--- config.mk ---
export PLATFORM = sky130hd
export DESIGN_NAME = ltc_mode_control
export DESIGN_NICKNAME = d
export VERILOG_FILES = /design/src/pkg/ltc_pkg.sv /design/src/logic/ltc_mode_control.sv
export VERILOG_INCLUDE_DIRS = /design/src /design/src/pkg
export SDC_FILE = /design/constraint.sdc
export NUM_CORES = 1
export LEC_CHECK = 0
export ABC_AREA = 1
export BUFFER_PORTS_ARGS = -buffer_cell sky130_fd_sc_hd__buf_2
export CORE_MARGIN = 5
export CORE_UTILIZATION = 56
export CTS_BUF_LIST = sky130_fd_sc_hd__clkbuf_8
export CTS_CLUSTER_SIZE = 28
export DETAILED_ROUTE_END_ITERATION = 8
export GPL_TIMING_DRIVEN = 1
export PLACE_DENSITY = 0.77
export RECOVER_POWER = 50
export SETUP_SLACK_MARGIN = 0.4
export SYNTH_ARGS = -nofsm -noshare
export SYNTH_HDL_FRONTEND = slang
export SYNTH_SLANG_ARGS = --single-unit
export TNS_END_PERCENT = 1
--- constraint.sdc ---
create_clock -name ref_clk -period 1.6 [get_ports ref_clk]
set_clock_uncertainty 0.1 [all_clocks]
set_input_delay 0.32 -clock ref_clk [delete_from_list [all_inputs] [get_ports ref_clk]]
set_output_delay 0.32 -clock ref_clk [all_outputs]
set_load 0.05 [all_outputs]
--- src/pkg/ltc_consts.svh ---
// Purpose: offsets, field positions, reset values and timing for the bus transceiver mode control
// Assumes: one 8-bit control register behind the chip's serial register port
// Notes:   included by bare name; definitions only
`ifndef LTC_CONSTS_SVH
`define LTC_CONSTS_SVH

// ==================================================
// register map
`define LTC_CTRL_ADDR        8'h21
`define LTC_CTRL_RESET       8'h00
`define LTC_RD_ZERO          8'h00

// ==================================================
// field layout, per channel nibble (channel 0 in 3:0, channel 1 in 7:4)
`define LTC_CH_FIELD_W       4
`define LTC_MODE_LSB         0
`define LTC_SLOPE_LSB        2

// ==================================================
// field codes
`define LTC_MODE_OFFLINE     2'h0
`define LTC_MODE_LISTEN      2'h3
`define LTC_SLOPE_NO_TIMEOUT 2'h2

// ==================================================
// timing (clock period and filter times in ns)
`define LTC_CLK_PERIOD_NS    100
`define LTC_WAKE_FILTER_NS   50000
`define LTC_DOM_TIMEOUT_NS   20000000

`endif

--- src/pkg/ltc_pkg.sv ---
// Purpose: shared types of the bus transceiver mode control
// Assumes: chip operating mode comes from the chip mode controller on ref_clk
// Notes:   encodings are left to the tool
package ltc_pkg;

   // ==================================================
   // chip operating modes
   typedef enum logic [2:0] {
      CM_OFF, CM_FORCED_NORMAL, CM_STANDBY, CM_NORMAL,
      CM_SLEEP, CM_RESET, CM_OVERLOAD, CM_FAIL_SAFE
   } ltc_chip_mode_type;

   // ==================================================
   // transceiver channel states
   typedef enum logic [1:0] {
      CH_OFF, CH_OFFLINE, CH_ACTIVE, CH_LISTEN
   } ltc_ch_state_type;

endpackage

--- src/logic/ltc_mode_control.sv ---
// Purpose: per-channel transceiver mode, dominant time-out, wake detection and receive pin control
// Assumes: bus receiver level, transmit pin and supply comparators are asynchronous; chip mode is on ref_clk
// Notes:   registers are inaccessible in Forced Normal; entering Off or Fail-safe reloads defaults
`timescale 1ns/100ps

`include "ltc_consts.svh"

// Functional notes
// - control register holds per-channel slope and mode
// - slope codes keep slope; 10 drops time-out
// - mode 00 offline, 01/10 active, 11 listen
// - active codes transmit only in Normal mode
// - single channel: upper bits reserved, kept zero
// - entry to Off or Fail-safe reloads mode defaults
// - power-on: channels off, fields and wake cleared
// - Forced Normal: reads zero, channels active/off
// - Standby 11 listen, else offline, or off; Normal follows or off
// - Sleep/Reset/fail-safe offline or off; Off/Overload off
// - receive pin mirrors bus, wake low, else high
// - fail-safe entry: wake flag 0, enable 1
// - undervoltage status reads zero in Standby
// - channel count is a parameter
// - long bus low then rise: wake
// - transmit low past time-out disables transmitter
// - listen-only: transmitter off, receiver reports bus
// - forced normal config with supply: active, except in Off/Overload
module ltc_mode_control import ltc_pkg::*; #(
   parameter int NUM_CH             = 2,
   parameter int WAKE_CYCLES        = (`LTC_WAKE_FILTER_NS + `LTC_CLK_PERIOD_NS - 1) / `LTC_CLK_PERIOD_NS,
   parameter int DOM_TIMEOUT_CYCLES = (`LTC_DOM_TIMEOUT_NS + `LTC_CLK_PERIOD_NS - 1) / `LTC_CLK_PERIOD_NS
) (
   // clock and reset
   input  wire logic                   ref_clk,
   input  wire logic                   resetn,
   // chip mode and supply
   input  ltc_chip_mode_type           chipMode,
   input  wire logic                   forcedNormalConfig,
   input  wire logic                   busSupplyOkPin,
   input  wire logic                   overvoltagePin,
   // register port
   input  wire logic                   regWrEn,
   input  wire logic                   regRdEn,
   input  wire logic [7:0]             regAddr,
   input  wire logic [7:0]             regWrData,
   output logic      [7:0]             regRdData,
   // wake configuration and flags
   input  wire logic                   wakeEnWr,
   input  wire logic [NUM_CH-1:0]      wakeEnData,
   input  wire logic [NUM_CH-1:0]      wakeFlagClr,
   output logic      [NUM_CH-1:0]      channelWakeFlag,
   output logic      [NUM_CH-1:0]      channelWakeEnable,
   output logic                        busSupplyUndervoltageStatus,
   // bus side and controller pins
   input  wire logic [NUM_CH-1:0]      busRxLevel,
   input  wire logic [NUM_CH-1:0]      transmitInputPin,
   output logic      [NUM_CH-1:0]      receiveOutputPin,
   output logic      [NUM_CH-1:0]      busDominantDrive,
   output ltc_ch_state_type [NUM_CH-1:0] channelState
);

   // ==================================================
   // sizing
   localparam int MAXC = (WAKE_CYCLES > DOM_TIMEOUT_CYCLES) ? WAKE_CYCLES : DOM_TIMEOUT_CYCLES;
   localparam int CW   = $clog2(MAXC + 2);
   localparam logic [CW-1:0] WAKE_N = CW'(WAKE_CYCLES);
   localparam logic [CW-1:0] DOM_N  = CW'(DOM_TIMEOUT_CYCLES);

   // all state of the block
   typedef struct packed {
      logic [7:0]                     ctrl;      // control register
      logic [7:0]                     rdData;    // read data
      ltc_chip_mode_type              prevMode;  // mode of last cycle
      logic                           supS1;     // supply ok sync stage 1
      logic                           supS2;     // supply ok synced
      logic                           ovS1;      // overvoltage sync stage 1
      logic                           ovS2;      // overvoltage synced
      logic                           uvStat;    // undervoltage status
      logic [NUM_CH-1:0]              rxS1;      // bus level stage 1
      logic [NUM_CH-1:0]              rxS2;      // bus level synced
      logic [NUM_CH-1:0]              rxPrev;    // for edge detect
      logic [NUM_CH-1:0]              txS1;      // transmit pin stage 1
      logic [NUM_CH-1:0]              txS2;      // transmit pin synced
      logic [NUM_CH-1:0]              txPrev;    // for edge detect
      logic [NUM_CH-1:0]              txOff;     // time-out tripped
      logic [NUM_CH-1:0]              drive;     // dominant drive
      logic [NUM_CH-1:0]              rxd;       // receive pin
      logic [NUM_CH-1:0]              wakeFlag;  // wake flags
      logic [NUM_CH-1:0]              wakeEn;    // wake enables
      logic [NUM_CH-1:0][CW-1:0]      domCnt;    // dominant timer
      logic [NUM_CH-1:0][CW-1:0]      wakeCnt;   // wake low filter
      ltc_ch_state_type [NUM_CH-1:0]  chState;   // channel states
   } ltc_state_type;

   localparam ltc_state_type RST_STATE = '{
      ctrl: `LTC_CTRL_RESET, rdData: `LTC_RD_ZERO, prevMode: CM_OFF,
      supS1: 1'b0, supS2: 1'b0, ovS1: 1'b0, ovS2: 1'b0, uvStat: 1'b0,
      rxS1: '1, rxS2: '1, rxPrev: '1, txS1: '1, txS2: '1, txPrev: '1,
      txOff: '0, drive: '0, rxd: '1, wakeFlag: '0, wakeEn: '0,
      domCnt: '0, wakeCnt: '0, chState: '{default: CH_OFF}
   };

   ltc_state_type cur;   // registered state
   ltc_state_type nxt;   // next state

   // ==================================================
   // next-state logic
   always_comb begin
      logic [1:0]  modeF;
      logic [1:0]  slopeF;
      logic        fnMode;
      logic        regHit;
      logic        actCode;
      logic        tmoEn;
      logic        mirror;
      logic        wakeLow;
      logic        wakeSet;
      ltc_chip_mode_type m;
      modeF   = 2'h0;
      slopeF  = 2'h0;
      actCode = 1'b0;
      tmoEn   = 1'b0;
      mirror  = 1'b0;
      wakeLow = 1'b0;
      wakeSet = 1'b0;
      fnMode  = 1'b0;
      regHit  = 1'b0;
      m       = chipMode;
      nxt     = cur;
      // two-stage synchronisers for asynchronous levels
      nxt.supS1  = busSupplyOkPin;
      nxt.supS2  = cur.supS1;
      nxt.ovS1   = overvoltagePin;
      nxt.ovS2   = cur.ovS1;
      nxt.rxS1   = busRxLevel;
      nxt.rxS2   = cur.rxS1;
      nxt.rxPrev = cur.rxS2;
      nxt.txS1   = transmitInputPin;
      nxt.txS2   = cur.txS1;
      nxt.txPrev = cur.txS2;
      nxt.prevMode = m;
      fnMode = (m == CM_FORCED_NORMAL) || forcedNormalConfig;
      regHit = (regAddr == `LTC_CTRL_ADDR);
      // register write; upper nibble dropped on single channel
      if (regWrEn && regHit && !fnMode) begin
         nxt.ctrl = (NUM_CH > 1) ? regWrData : {4'h0, regWrData[3:0]};
      end
      // reads return zero while inaccessible or unmapped
      if (regRdEn) begin
         nxt.rdData = (regHit && !fnMode) ? cur.ctrl : `LTC_RD_ZERO;
      end
      // software wake enable and flag clear, ignored while inaccessible
      if (wakeEnWr && !fnMode) begin
         nxt.wakeEn = wakeEnData;
      end
      if (!fnMode) begin
         nxt.wakeFlag = cur.wakeFlag & ~wakeFlagClr;
      end
      // entry to Off or Fail-safe reloads that mode's defaults; other mode changes reload nothing
      if (m != cur.prevMode) begin
         if (m == CM_OFF) begin
            nxt.ctrl     = `LTC_CTRL_RESET;
            nxt.wakeFlag = '0;
            nxt.wakeEn   = '0;
         end
         if (m == CM_FAIL_SAFE) begin
            nxt.wakeFlag = '0;
            nxt.wakeEn   = '1;
         end
      end
      // standby shows the default, not the supply
      nxt.uvStat = (m == CM_STANDBY) ? 1'b0 : !cur.supS2;
      for (int i = 0; i < NUM_CH; i++) begin
         modeF   = cur.ctrl[i*`LTC_CH_FIELD_W + `LTC_MODE_LSB +: 2];
         slopeF  = cur.ctrl[i*`LTC_CH_FIELD_W + `LTC_SLOPE_LSB +: 2];
         // codes 01 and 10 both mean active
         actCode = (modeF != `LTC_MODE_OFFLINE) && (modeF != `LTC_MODE_LISTEN);
         // only code 10 drops the time-out, 11 keeps it
         tmoEn   = (slopeF != `LTC_SLOPE_NO_TIMEOUT);
         // channel state from chip mode
         if (cur.ovS2) begin
            nxt.chState[i] = CH_OFF;
         end else if (fnMode && m != CM_OFF && m != CM_OVERLOAD) begin
            nxt.chState[i] = cur.supS2 ? CH_ACTIVE : CH_OFF;
         end else begin
            unique case (m)
               CM_OFF, CM_OVERLOAD, CM_FORCED_NORMAL: nxt.chState[i] = CH_OFF;
               CM_STANDBY: nxt.chState[i] = !cur.supS2 ? CH_OFF :
                                            (modeF == `LTC_MODE_LISTEN) ? CH_LISTEN : CH_OFFLINE;
               // only normal mode makes an active code transmit
               CM_NORMAL: nxt.chState[i] = !cur.supS2 ? CH_OFF :
                                           actCode ? CH_ACTIVE :
                                           (modeF == `LTC_MODE_LISTEN) ? CH_LISTEN : CH_OFFLINE;
               CM_SLEEP, CM_RESET, CM_FAIL_SAFE: nxt.chState[i] = cur.supS2 ? CH_OFFLINE : CH_OFF;
            endcase
         end
         // dominant timer, only while transmitting is possible
         if (cur.chState[i] != CH_ACTIVE || (cur.txS2[i] && !cur.txPrev[i])) begin
            nxt.domCnt[i] = '0;
            nxt.txOff[i]  = 1'b0;
         end else if (!cur.txS2[i]) begin
            if (cur.domCnt[i] != DOM_N) begin
               nxt.domCnt[i] = cur.domCnt[i] + CW'(1);
            end
            nxt.txOff[i] = cur.txOff[i] | (tmoEn && cur.domCnt[i] == DOM_N);
         end
         // listen-only and all other states never drive
         nxt.drive[i] = (cur.chState[i] == CH_ACTIVE) && !cur.txS2[i] && !cur.txOff[i];
         // wake filter: long low, then rising edge
         if (cur.chState[i] == CH_OFFLINE && cur.wakeEn[i]) begin
            if (!cur.rxS2[i]) begin
               nxt.wakeCnt[i] = (cur.wakeCnt[i] == WAKE_N) ? WAKE_N : cur.wakeCnt[i] + CW'(1);
            end else begin
               nxt.wakeCnt[i] = '0;
               wakeSet = !cur.rxPrev[i] && (cur.wakeCnt[i] == WAKE_N);
            end
         end else begin
            nxt.wakeCnt[i] = '0;
            wakeSet = 1'b0;
         end
         // set wins over clear and over reload
         if (wakeSet) begin
            nxt.wakeFlag[i] = 1'b1;
         end
         // receive pin: mirror, wake low, or pulled up
         mirror  = (fnMode && m != CM_OFF && m != CM_OVERLOAD) || (m == CM_NORMAL && actCode) ||
                   ((m == CM_STANDBY || m == CM_NORMAL) && modeF == `LTC_MODE_LISTEN);
         wakeLow = cur.wakeFlag[i] && (m == CM_STANDBY || m == CM_RESET || m == CM_NORMAL);
         nxt.rxd[i] = mirror ? cur.rxS2[i] : !wakeLow;
      end
   end

   // ==================================================
   // state register
   always_ff @(posedge ref_clk or negedge resetn) begin
      if (!resetn) begin
         cur <= RST_STATE;
      end else begin
         cur <= nxt;
      end
   end

   // ==================================================
   // outputs, all from flip-flops
   assign regRdData                   = cur.rdData;
   assign channelWakeFlag             = cur.wakeFlag;
   assign channelWakeEnable           = cur.wakeEn;
   assign busSupplyUndervoltageStatus = cur.uvStat;
   assign receiveOutputPin            = cur.rxd;
   assign busDominantDrive            = cur.drive;
   assign channelState                = cur.chState;
endmodule // ltc_mode_control

==> Implementation_results.wiki, run 1 <==
{| class="wikitable"
! Metric !! Value
|-
| Sequential share of power || 46.7%
|-
| Type of the setup path with the least slack || flop to flop
|-
| Violation count after the first detailed-routing iteration || 668
|-
| Avg Inst Size Synth || 7.88 um^2
|-
| Deepest clock path buffer count || 2
|-
| Logic depth of the worst path, buffers included || 12
|-
| Number of inserted diodes || 0
|-
| Gpl congestion || 0.926
|-
| Detailed-route wire length || 20.3 mm
|-
| Count of buffers inserted at the top-level ports || 55
|-
| Die Outline Area || 14200 um^2
|-
| Worst path most repeated cell || sky130_fd_sc_hd__nand2_2
|-
| Failing checks || setup timing
|-
| Fraction of synthesized cell area taken by the top area cell type || 40.6%
|-
| Master cell of the clock root buffer || sky130_fd_sc_hd__clkbuf_8
|-
| Clock-pin slew of the registers on the worst-case setup and hold paths || 0.10 ns
|-
| Total power || 0.00687 W
|-
| Combinational Power Share || 8.9%
|-
| Wire length of the first global-routing pass || 28.2 mm
|-
| Worst-case hold path end point || cur[115]
|-
| Ranking of synthesized cells by area || sky130_fd_sc_hd__dfrtp_1 41%, sky130_fd_sc_hd__nand2_1 11%, sky130_fd_sc_hd__nor2_1 7.5%
|-
| Overall overflow remaining after global route || 0
|-
| Largest incremental delay on the critical path || 0.40 ns
|-
| Crit Path Max Fanout || 6
|-
| R2R Path Start || cur[59]
|-
| Worst Setup End Kind || flop
|-
| Global-route usage over all layers || 24.7%
|-
| Most frequently used cell type in the post-synthesis netlist || sky130_fd_sc_hd__nand2_1
|-
| Synth warnings || 0
|-
| Net count after synthesis || 892
|-
| Transition time of the tightest slew-check pin || 0.550 ns
|-
| Worst Slack Setup Final || -0.176 ns
|-
| Crit start category || flop
|-
| Clock Sinks || 122
|-
| Cell Area, Synth || 6660 um^2
|-
| Cell Pwr Density || 758 nW/um^2
|-
| Reported leakage power || 3.93 nW
|-
| Reg-to-reg slack, setup || -0.18 ns
|-
| Critical-path top delay cell || sky130_fd_sc_hd__dfrtp_1
|-
| Share of synthesized flip-flops with an asynchronous set or reset || 100%
|-
| Fraction of power consumed by the clock network || 44.4%
|-
| Minimum hold slack || 0.0549 ns
|-
| Via density || 5.77
|-
| Htree depth || 4
|-
| Placeable core region || 11500 um^2
|-
| Worst vdd ir || 0.667 mV
|-
| Die Ht || 119 um
|-
| Start point of the worst hold path || regWrData[1]
|-
| Number of instances in the synthesized netlist || 845
|-
| Critical path cell sequence || inv_2 -> ha_4 -> nand2_4 -> nor2_4 -> nand2_2 -> nor2_4 -> nand2_2 -> nand2_2 -> nand2_4 -> buf_6 -> nand2_2 -> o21ai_2
|-
| Top_reg_cell synth || sky130_fd_sc_hd__dfrtp_1
|-
| Min cycle time layout || 1.78 ns
|-
| End of the worst register-to-register path || cur[61]
|-
| Ratio of cells with drive above 1 in the final layout || 36.3%
|-
| Top-Level Pins || 56
|-
| Fraction of the cycle the final worst path needs || 111%
|-
| Proportion of synthesized chip area in sequential cells || 46.1%
|-
| Synthesis-stage register bit count || 122
|-
| Number of library cell types mapped by synthesis || 43
|-
| Row Count || 39
|-
| Clock latency at the later pin of the worst-skew pair || 0.47 ns
|-
| Number of nets in the layout || 1041
|-
| Instance count along the most critical hold path || 3
|-
| Number of synthesized flops with an enable pin || 0
|-
| Power spent charging and discharging nets || 0.00181 W
|-
| Slew Limit Fails || 0
|-
| Horiz. Die Dim || 119 um
|-
| RSZ-0062 raised after global routing || yes
|-
| Net switching fraction of the power || 26.3%
|-
| Type of the tightest min-delay check || primary input to flop
|-
| Number of cells on the worst reg-to-reg path || 12
|-
| Critical path data arrival time || 2.01 ns
|-
| Finish-stage setup viols || 37
|-
| Internal power contribution || 0.00506 W
|-
| Total via count after detailed routing || 6636
|-
| Clock buffer count from CTS || 17
|-
| Startpoint of the worst setup timing path || cur[59]
|-
| Largest net degree at the start of global routing || 43
|-
| Outcome || finished, violations left
|-
| List of most frequent post-synthesis cells || 197 x sky130_fd_sc_hd__nand2_1, 133 x sky130_fd_sc_hd__nor2_1, 108 x sky130_fd_sc_hd__dfrtp_1, 81 x sky130_fd_sc_hd__inv_1, 72 x sky130_fd_sc_hd__nand3_1
|-
| CP required || 1.84 ns
|-
| Number of antenna violations at the first check in global routing || 0
|-
| Largest area contributor in the synthesized netlist || sky130_fd_sc_hd__dfrtp_1
|-
| Area growth from synthesis to layout || 36.1%
|-
| Cell type group with the largest total delay on the critical path || simple AND/OR/NAND/NOR gates
|-
| Final hold vios || 0
|-
| Max-Cap Viols || 0
|-
| Maximum clock frequency || 563 MHz
|-
| Hpwl dp || 11.1 mm
|-
| Vias in the first global route || 6046
|-
| Post-route antenna net violation count || 0
|-
| Drt wl/cell || 17.7 um
|-
| Starting density of the core || 57.8%
|-
| Number of design rule violations left after detail routing || 0
|-
| CTS tree || done
|-
| Worst slew margin relative to its limit || 63.3%
|-
| Buffering stage count on the worst path with inverters included || 2
|-
| Initial DRT Pass Iterations || 6
|}
[cell type report]
cell class / count / area (um^2)
clock buffers: 21 / 289
clock inverters: 11 / 144
fillers: 699 / 2450
inverters: 94 / 384
multi-input cells: 599 / 3680
flip-flops and latches: 122 / 3090
well taps: 143 / 179
repair buffers: 160 / 1300
[cells by family (layout without fill, tap and decap cells)]
kind of cell | count (synthesis) | count (layout) | share of synthesized area (%)
AND/OR/NAND/NOR | 473 | 473 | 31.3
buffers and inverters | 124 | 286 | 8.59
flip-flops | 122 | 122 | 46.1
AO/OA/AOI/OAI | 73 | 73 | 6.39
XOR/XNOR | 41 | 41 | 5.39
adder cells (fa/ha/maj) | 12 | 12 | 2.26
[cells in the final DEF (no fill, tap or decap), drive strengths merged, types with 4 or more instances in the layout]
cell type,synthesis,final
clkbuf,1,28
clkinv,2,6
xor2,36,36
xnor2,5,5
a31oi,4,4
dfstp,14,14
nand2,203,203
nand4,20,20
a21oi,14,14
nor2,143,143
o31ai,7,7
nand3,74,74
inv,92,93
dlygate4sd3,0,12
buf,29,141
dfrtp,108,108
ha,12,12
nor3,24,24
o21ai,41,41
[power by group through the flow]
stage	Sequential (W)	Combinational, W	Clock, W
6_report	0.00321	0.000608	0.00305
5_1_grt	0.00321	0.000649	0.00321
4_1_cts	0.00319	0.000545	0.00302
3_5_place_dp	0.00324	0.000455	0
3_3_place_gp	0.00324	0.000451	0
2_1_floorplan	0.00324	0.000257	0
[what timing repair did]
| item | CTS | global route |
|---|---|---|
| hold buffers | 12 | 0 |
| setup endpoints to repair | 108 | 116 |
| resized for setup | 160 | 113 |
| pin swaps | 78 | 65 |
| hold endpoints to repair | 123 | 0 |
| setup buffers | 8 | 4 |
[metrics by stage]
step	setup WS [ns]	setup TNS (ns)	area, um^2	util, %	instances
2_1_floorplan	-0.00685	-0.0524	6680	-	845
3_3_place_gp	-0.276	-3.11	7560	65.6	1094
3_5_place_dp	-0.323	-3.88	7560	65.6	1094
4_1_cts	-0.0297	-0.102	8680	75.4	1146
5_1_grt	-0.253	-7.20	9060	78.7	1150
6_report	-0.176	-2.90	9060	78.7	1150
[how the worst max path moves through the flow]
| stage | slack, ns | end |
|---|---|---|
| CTS | -0.03 | cur[61] |
| finish | -0.18 | cur[61] |
| global placement | -0.28 | cur[60] |
| floorplan | -0.007 | cur[60] |
| detailed placement | -0.32 | cur[75] |
| global route | -0.25 | cur[46] |
[metal layers]
layer  vias up  track usage, %  share of wire [%]
li1       3004               -                  -
met1      3177            31.7                 40
met2       354            40.3                 49
met3       101            5.21                6.8
met4         0            10.9                4.5
met5         -               0                  0
[registers in the layout, indices dropped and copies added (netlist names)]
name                         flops
channelWakeEnable                2
channelState                     4
cur                            101
channelWakeFlag                  2
receiveOutputPin                 2
busSupplyUndervoltageStatus      1
regRdData                        8
busDominantDrive                 2
[tightest hold or removal path: cells and delay by family]
kind                   cells  cell delay [ns]
buffers and inverters      1             0.11
and+or+nand+nor            2             0.16
Power figures use the tool's default switching activity.
==> inputs of run 2 (changes only) <==
--- a/config.mk
+++ b/config.mk
@@ -15,4 +15,5 @@
 export DETAILED_ROUTE_END_ITERATION = 8
 export GPL_TIMING_DRIVEN = 1
+export MAX_ROUTING_LAYER = met4
 export PLACE_DENSITY = 0.77
 export RECOVER_POWER = 50
==> constraint.sdc (replaced) <==
create_clock -name ref_clk -period 1.6 [get_ports ref_clk]
set_clock_uncertainty 0.1 [all_clocks]
set_input_delay 0.16 -clock ref_clk [delete_from_list [all_inputs] [get_ports ref_clk]]
set_output_delay 0.16 -clock ref_clk [all_outputs]
set_load 0.05 [all_outputs]
==> run 2 against run 1 <==
The flow still finishes with violations (setup timing). Non-clock buffer count increased by 8. Sequential power about the same. Routed wire length grew 5.2%. Hold slack lost 0.016 ns. Sequential cell count did not move. Largest cell class unchanged.
==> Implementation_results.wiki, run 2 (synthesized netlist as in run 1, its figures left out) <==
{| class="wikitable"
! Metric !! Value
|-
| Register with the most flip-flops || cur
|-
| Area growth from synthesis to layout || 40.8%
|-
| Htree depth || 4
|-
| Reported leakage power || 4.10 nW
|-
| Wire length of the first global-routing pass || 30.0 mm
|-
| CTS tree || done
|-
| Final core area utilization || 81.4%
|-
| Overall overflow remaining after global route || 0
|-
| Deepest clock path buffer count || 2
|-
| Gpl congestion || 0.996
|-
| Fraction of the cycle the final worst path needs || 112%
|-
| Violation count after the first detailed-routing iteration || 720
|-
| Transition time of the tightest slew-check pin || 0.941 ns
|-
| Worst path most repeated cell || sky130_fd_sc_hd__nand2_2
|-
| Vias in the first global route || 6322
|-
| Net switching fraction of the power || 26.2%
|-
| Instance count along the most critical hold path || 4
|-
| Detailed-route wire length || 21.4 mm
|-
| Post-layout instance area || 9370 um^2
|-
| Placeable core region || 11500 um^2
|-
| Master cell of the clock root buffer || sky130_fd_sc_hd__clkbuf_8
|-
| Finish-stage setup viols || 21
|-
| Outcome || finished, violations left
|-
| Post-route antenna net violation count || 0
|-
| Number of nets in the layout || 1050
|-
| Fraction of power consumed by the clock network || 42.2%
|-
| Crit start category || flop
|-
| Largest incremental delay on the critical path || 0.40 ns
|-
| Die Outline Area || 14200 um^2
|-
| Logic depth of the worst path, buffers included || 12
|-
| Power spent charging and discharging nets || 0.00175 W
|-
| Cell Pwr Density || 714 nW/um^2
|-
| Clock-pin slew of the registers on the worst-case setup and hold paths || 0.08 ns
|-
| Die Ht || 119 um
|-
| Critical-path top delay cell || sky130_fd_sc_hd__dfrtp_1
|-
| CP required || 1.84 ns
|-
| Crit Path Max Fanout || 6
|-
| Combinational Power Share || 9.8%
|-
| Failing checks || setup timing
|-
| Type of the setup path with the least slack || flop to flop
|-
| Critical path cell sequence || inv_2 -> ha_4 -> nand2_2 -> nor2_4 -> nand2_2 -> nor2_4 -> nand2_1 -> nand2_1 -> nand2_2 -> buf_6 -> nand2_2 -> nand2_1
|-
| Type of the tightest min-delay check || primary input to flop
|-
| Via density || 5.80
|-
| Number of antenna violations at the first check in global routing || 0
|-
| Clock latency at the later pin of the worst-skew pair || 0.45 ns
|-
| Initial DRT Pass Iterations || 6
|-
| Highest-count cells in the layout ignoring fill and taps || 164 x sky130_fd_sc_hd__nand2_1, 99 x sky130_fd_sc_hd__nor2_1, 90 x sky130_fd_sc_hd__dfrtp_1
|-
| Sequential share of power || 48.0%
|-
| Largest net degree at the start of global routing || 34
|-
| Placed cell area || 7520 um^2
|-
| RSZ-0062 raised after global routing || yes
|-
| Most frequent standard cell in the layout excluding fill and tap cells || sky130_fd_sc_hd__nand2_1
|-
| Number of design rule violations left after detail routing || 0
|-
| Number of inserted diodes || 0
|-
| Flip-flop count of the largest register after layout || 101
|-
| Global-route usage over all layers || 27.1%
|-
| Max-Cap Viols || 0
|-
| Top-Level Pins || 56
|-
| Horiz. Die Dim || 119 um
|-
| Drt wl/cell || 18.5 um
|-
| Summed negative setup slack over all endpoints || -2.57 ns
|-
| Cell type group with the largest total delay on the critical path || simple AND/OR/NAND/NOR gates
|-
| Minimum hold slack || 0.0385 ns
|-
| Worst Slack Setup Final || -0.192 ns
|-
| Worst vdd ir || 0.565 mV
|-
| Slew Limit Fails || 0
|-
| Maximum clock frequency || 558 MHz
|-
| Starting density of the core || 57.8%
|-
| Total via count after detailed routing || 6727
|-
| Row Count || 39
|-
| Ratio of cells with drive above 1 in the final layout || 39.8%
|-
| Number of cells on the worst reg-to-reg path || 12
|-
| Min cycle time layout || 1.79 ns
|-
| Filler Cells Inserted || 611
|-
| Count of buffers inserted at the top-level ports || 55
|-
| Worst Setup End Kind || flop
|-
| Buffering stage count on the worst path with inverters included || 2
|-
| Final hold vios || 0
|-
| Hpwl dp || 11.4 mm
|-
| Clock buffer count from CTS || 17
|-
| Worst slew margin relative to its limit || 37.3%
|-
| Internal power contribution || 0.00494 W
|-
| Clock Sinks || 122
|-
| Critical path data arrival time || 2.03 ns
|}
## run 2: changes by cell type in the layout (fill, tap and decap cells not counted), sizes merged
cell	delta
nand2	+1
dlygate4sd3	+11
buf	-1
clkinv	+3
clkbuf	-5
## run 2: layer usage
layer	GRT usage, %	up-vias	part of all wire [%]
li1	-	3017	-
met1	33.8	3218	38
met2	43.8	403	50
met3	4.74	89	7.6
met4	10.9	0	4.1
met5	-	-	0
## run 2: cell type report
class                           count  area [um^2]  area share (%)
Multi-Input combinational cell    600         3860            41.2
Sequential cell                   122         3090            33.0
Timing Repair Buffer              168         1460            15.5
Inverter                           94          398            4.24
Clock buffer                       18          248            2.64
Tap cell                          143          179            1.91
Clock inverter                     14          141            1.51
## run 2: worst paths after layout
| path | slack [ns] | endpoint | start |
|---|---|---|---|
| min | 0.04 | receiveOutputPin[0] | chipMode[2] |
| min reg2reg | 0.25 | cur[89] | cur[91] |
| max in group asynchronous | 0.30 | cur[92] | resetn |
| max reg2reg | -0.19 | cur[67] | cur[59] |
| max | -0.19 | cur[67] | cur[59] |
| min in group asynchronous | 0.30 | cur[47] | resetn |
## run 2: timing repair
action / 4_1_cts / 5_1_grt
gates resized for setup: 187 / 142
hold buffers: 23 / 1
pin swaps: 97 / 98
cloned: 0 / 1
buffers inserted: 6 / 5
endpoints found under the setup margin: 110 / 122
endpoints found under the hold margin: 138 / 1
## run 2: power by group through the flow
stage	logic [W]	registers [W]	clock network [W]
CTS	0.000568	0.00320	0.00276
finish	0.000658	0.00321	0.00282
floorplan	0.000257	0.00324	0
detailed placement	0.000457	0.00324	0
global placement	0.000452	0.00324	0
global route	0.000702	0.00322	0.00298
## run 2: tightest hold or removal path, stage by stage
cell and delay (ns):
sky130_fd_sc_hd__buf_2 0.15, sky130_fd_sc_hd__nor2_2 0.11, sky130_fd_sc_hd__o21ai_4 0.09, sky130_fd_sc_hd__a31oi_1 0.09
## run 2: stage by stage
step | instances | setup slack [ns] | power [W]
after floorplan | 845 | -0.00685 | 0.00349
after global placement | 1091 | -0.313 | 0.00369
after detailed placement | 1091 | -0.380 | 0.00370
after CTS | 1152 | -0.0565 | 0.00653
after global routing | 1159 | -0.289 | 0.00690
final | 1159 | -0.192 | 0.00669
==> inputs of run 3 (changes only) <==
CELL_PAD_IN_SITES_DETAIL_PLACEMENT = 1   (was unset)
CELL_PAD_IN_SITES_GLOBAL_PLACEMENT = 2   (was unset)
CORE_UTILIZATION = 32   (was 56)
CTS_BUF_LIST = sky130_fd_sc_hd__clkbuf_16   (was sky130_fd_sc_hd__clkbuf_8)
PLACE_DENSITY = 0.75   (was 0.77)
==> run 3 against run 2 <==
The run still ends with setup timing left. Power is 15% higher. Register-to-register slack better by 0.10 ns. Routed wire length is 3.2% lower. Final cell count increased by 10%. Final area up 1.5%. Global-route usage fell by 8.7 points. First-iteration DRC count down 73%. Critical path depth is the same. Clock power is 38% higher. Combinational power is 5.9% lower. Core utilization fell by 35 points. Via count down 9.5%. Highest routed layer unchanged.
==> Implementation_results.wiki, run 3 (synthesized netlist as in run 1, its figures left out) <==
{| class="wikitable"
! Metric !! Value
|-
| Outcome || finished, violations left
|-
| Failing checks || setup timing
|-
| Master cell of the clock root buffer || sky130_fd_sc_hd__clkbuf_16
|-
| Global-route usage over all layers || 18.4%
|-
| Starting density of the core || 32.7%
|-
| Critical-path top delay cell || sky130_fd_sc_hd__dfrtp_1
|-
| Top-Level Pins || 56
|-
| Flip-flop count of the largest register after layout || 101
|-
| Worst Setup Slack post-DPL || -0.125 ns
|-
| RSZ-0062 raised after global routing || yes
|-
| Fraction of the cycle the final worst path needs || 105%
|-
| Placed instance count || 1216
|-
| Worst vdd ir || 0.506 mV
|-
| Number of standard cells in the layout, taps in and fillers out || 1280
|-
| Deepest clock path buffer count || 2
|-
| Violation count after the first detailed-routing iteration || 195
|-
| Row Count || 52
|-
| Placeable core region || 20400 um^2
|-
| Number of antenna violations at the first check in global routing || 0
|-
| Area growth from synthesis to layout || 42.9%
|-
| Hpwl dp || 14.4 mm
|-
| Ratio of cells with drive above 1 in the final layout || 35.7%
|-
| Overall overflow remaining after global route || 0
|-
| Largest incremental delay on the critical path || 0.39 ns
|-
| Critical path data arrival time || 1.89 ns
|-
| Detailed-route wire length || 20.7 mm
|-
| Number of cells on the worst reg-to-reg path || 12
|-
| Min cycle time layout || 1.69 ns
|-
| Worst-case hold path end point || channelWakeEnable[1]
|-
| Htree depth || 4
|-
| Clock-pin slew of the registers on the worst-case setup and hold paths || 0.06 ns
|-
| R2R Path Start || cur[59]
|-
| Wire length of the first global-routing pass || 34.5 mm
|-
| Reg-to-reg slack, setup || -0.09 ns
|-
| Vias in the first global route || 6736
|-
| Die Outline Area || 23800 um^2
|-
| Number of inserted diodes || 0
|-
| Clock Sinks || 122
|-
| Drt wl/cell || 16.2 um
|-
| CP required || 1.80 ns
|-
| End of the worst register-to-register path || cur[65]
|-
| Buffering stage count on the worst path with inverters included || 2
|-
| Worst slew margin relative to its limit || 27.4%
|-
| Via density || 4.75
|-
| Number of nets in the layout || 1044
|-
| Count of buffers inserted at the top-level ports || 55
|-
| Cell Pwr Density || 812 nW/um^2
|-
| Start point of the worst hold path || wakeEnWr
|-
| Cell type group with the largest total delay on the critical path || simple AND/OR/NAND/NOR gates
|-
| Final core area utilization || 46.7%
|-
| Horiz. Die Dim || 154 um
|-
| CTS tree || done
|-
| Finish-stage setup viols || 31
|-
| Max-Cap Viols || 0
|-
| Post-route antenna net violation count || 0
|-
| Gpl congestion || 0.801
|-
| Total power || 0.00773 W
|-
| Worst path most repeated cell || sky130_fd_sc_hd__nand2_1
|-
| Summed negative setup slack over all endpoints || -0.884 ns
|-
| Slew Limit Fails || 0
|-
| Highest-count cells in the layout ignoring fill and taps || 169 x sky130_fd_sc_hd__nand2_1, 111 x sky130_fd_sc_hd__nor2_1, 92 x sky130_fd_sc_hd__dfrtp_1
|-
| Crit start category || flop
|-
| Initial DRT Pass Iterations || 4
|-
| Clock buffer count from CTS || 17
|-
| Die Ht || 154 um
|-
| Reported leakage power || 4.09 nW
|-
| Crit Path Max Fanout || 6
|-
| Transition time of the tightest slew-check pin || 1.09 ns
|-
| Total via count after detailed routing || 6085
|-
| Register with the most flip-flops || cur
|-
| Critical path cell sequence || inv_2 -> ha_4 -> nand2_4 -> nor2_4 -> nand2_1 -> nor2_2 -> nand2_1 -> nand2_1 -> nand2_2 -> buf_6 -> nand2_2 -> o21ai_1
|-
| Instance count along the most critical hold path || 5
|-
| Most frequent standard cell in the layout excluding fill and tap cells || sky130_fd_sc_hd__nand2_1
|-
| Final hold vios || 0
|-
| Worst Slack Setup Final || -0.0877 ns
|-
| Worst Setup End Kind || flop
|-
| Largest net degree at the start of global routing || 38
|-
| Maximum clock frequency || 593 MHz
|-
| Clock latency at the later pin of the worst-skew pair || 0.42 ns
|-
| Number of design rule violations left after detail routing || 0
|-
| Type of the tightest min-delay check || primary input to flop
|-
| Type of the setup path with the least slack || flop to flop
|}
run 3: worst max-delay path by stage:
stage / startpoint / end / slack (ns) / cells after the start
floorplan: cur[58] / cur[60] / -0.007 / 13
detailed placement: cur[59] / cur[64] / -0.13 / 12
CTS: cur[58] / cur[61] / -0.05 / 12
global route: cur[59] / cur[65] / -0.22 / 12
finish: cur[59] / cur[65] / -0.09 / 12
global placement: cur[22] / cur[35] / -0.06 / 8
run 3: metrics by stage:
stage | hold slack, ns | instance area [um^2]
floorplan | -0.236 | 6680
global placement | 0.00744 | 7710
detailed placement | 0.0145 | 7710
CTS | 0.0122 | 9230
global route | 0.120 | 9510
finish | 0.0781 | 9510
run 3: area by class of cell:
cell class / instances / area [um^2]
sequential: 122 / 3090
multi-input combinational: 599 / 3690
tap: 270 / 338
timing repair buffer: 163 / 1430
clock inverter: 15 / 160
clock buffer: 17 / 425
fill: 2392 / 10900
inverter: 94 / 380
run 3: timing repair:
item / in CTS / in global routing
hold endpoints to repair: 136 / 0
pin swaps: 91 / 67
setup endpoints to repair: 111 / 122
gates cloned: 1 / 0
setup buffers: 5 / 2
resized for setup: 208 / 76
hold buffers: 24 / 0
run 3: worst reg2reg max path, delay by kind of cell, from the launching register on:
kind | cells | cell delay (ns)
and+or+nand+nor | 8 | 0.63
DFF | 1 | 0.39
buffers and inverters | 2 | 0.26
adders and majority gates | 1 | 0.15
AOI/OAI and AO/OA | 1 | 0.05
run 3: layer usage:
| metal | routed length, um | vias to the layer above | track usage, % |
|---|---|---|---|
| li1 | - | 3000 | - |
| met1 | 9360 | 2976 | 22.5 |
| met2 | 10500 | 81 | 31.2 |
| met3 | 469 | 28 | 3.35 |
| met4 | 356 | 0 | 5.09 |
| met5 | 0 | - | - |
run 3: report_power, final:
group | total [W] | internal, W | leakage [nW] | switching [W]
registers | 0.00321 | 0.00315 | 1.60 | 0.0000575
clock network | 0.00390 | 0.00242 | 0.291 | 0.00148
logic | 0.000619 | 0.000242 | 2.20 | 0.000377
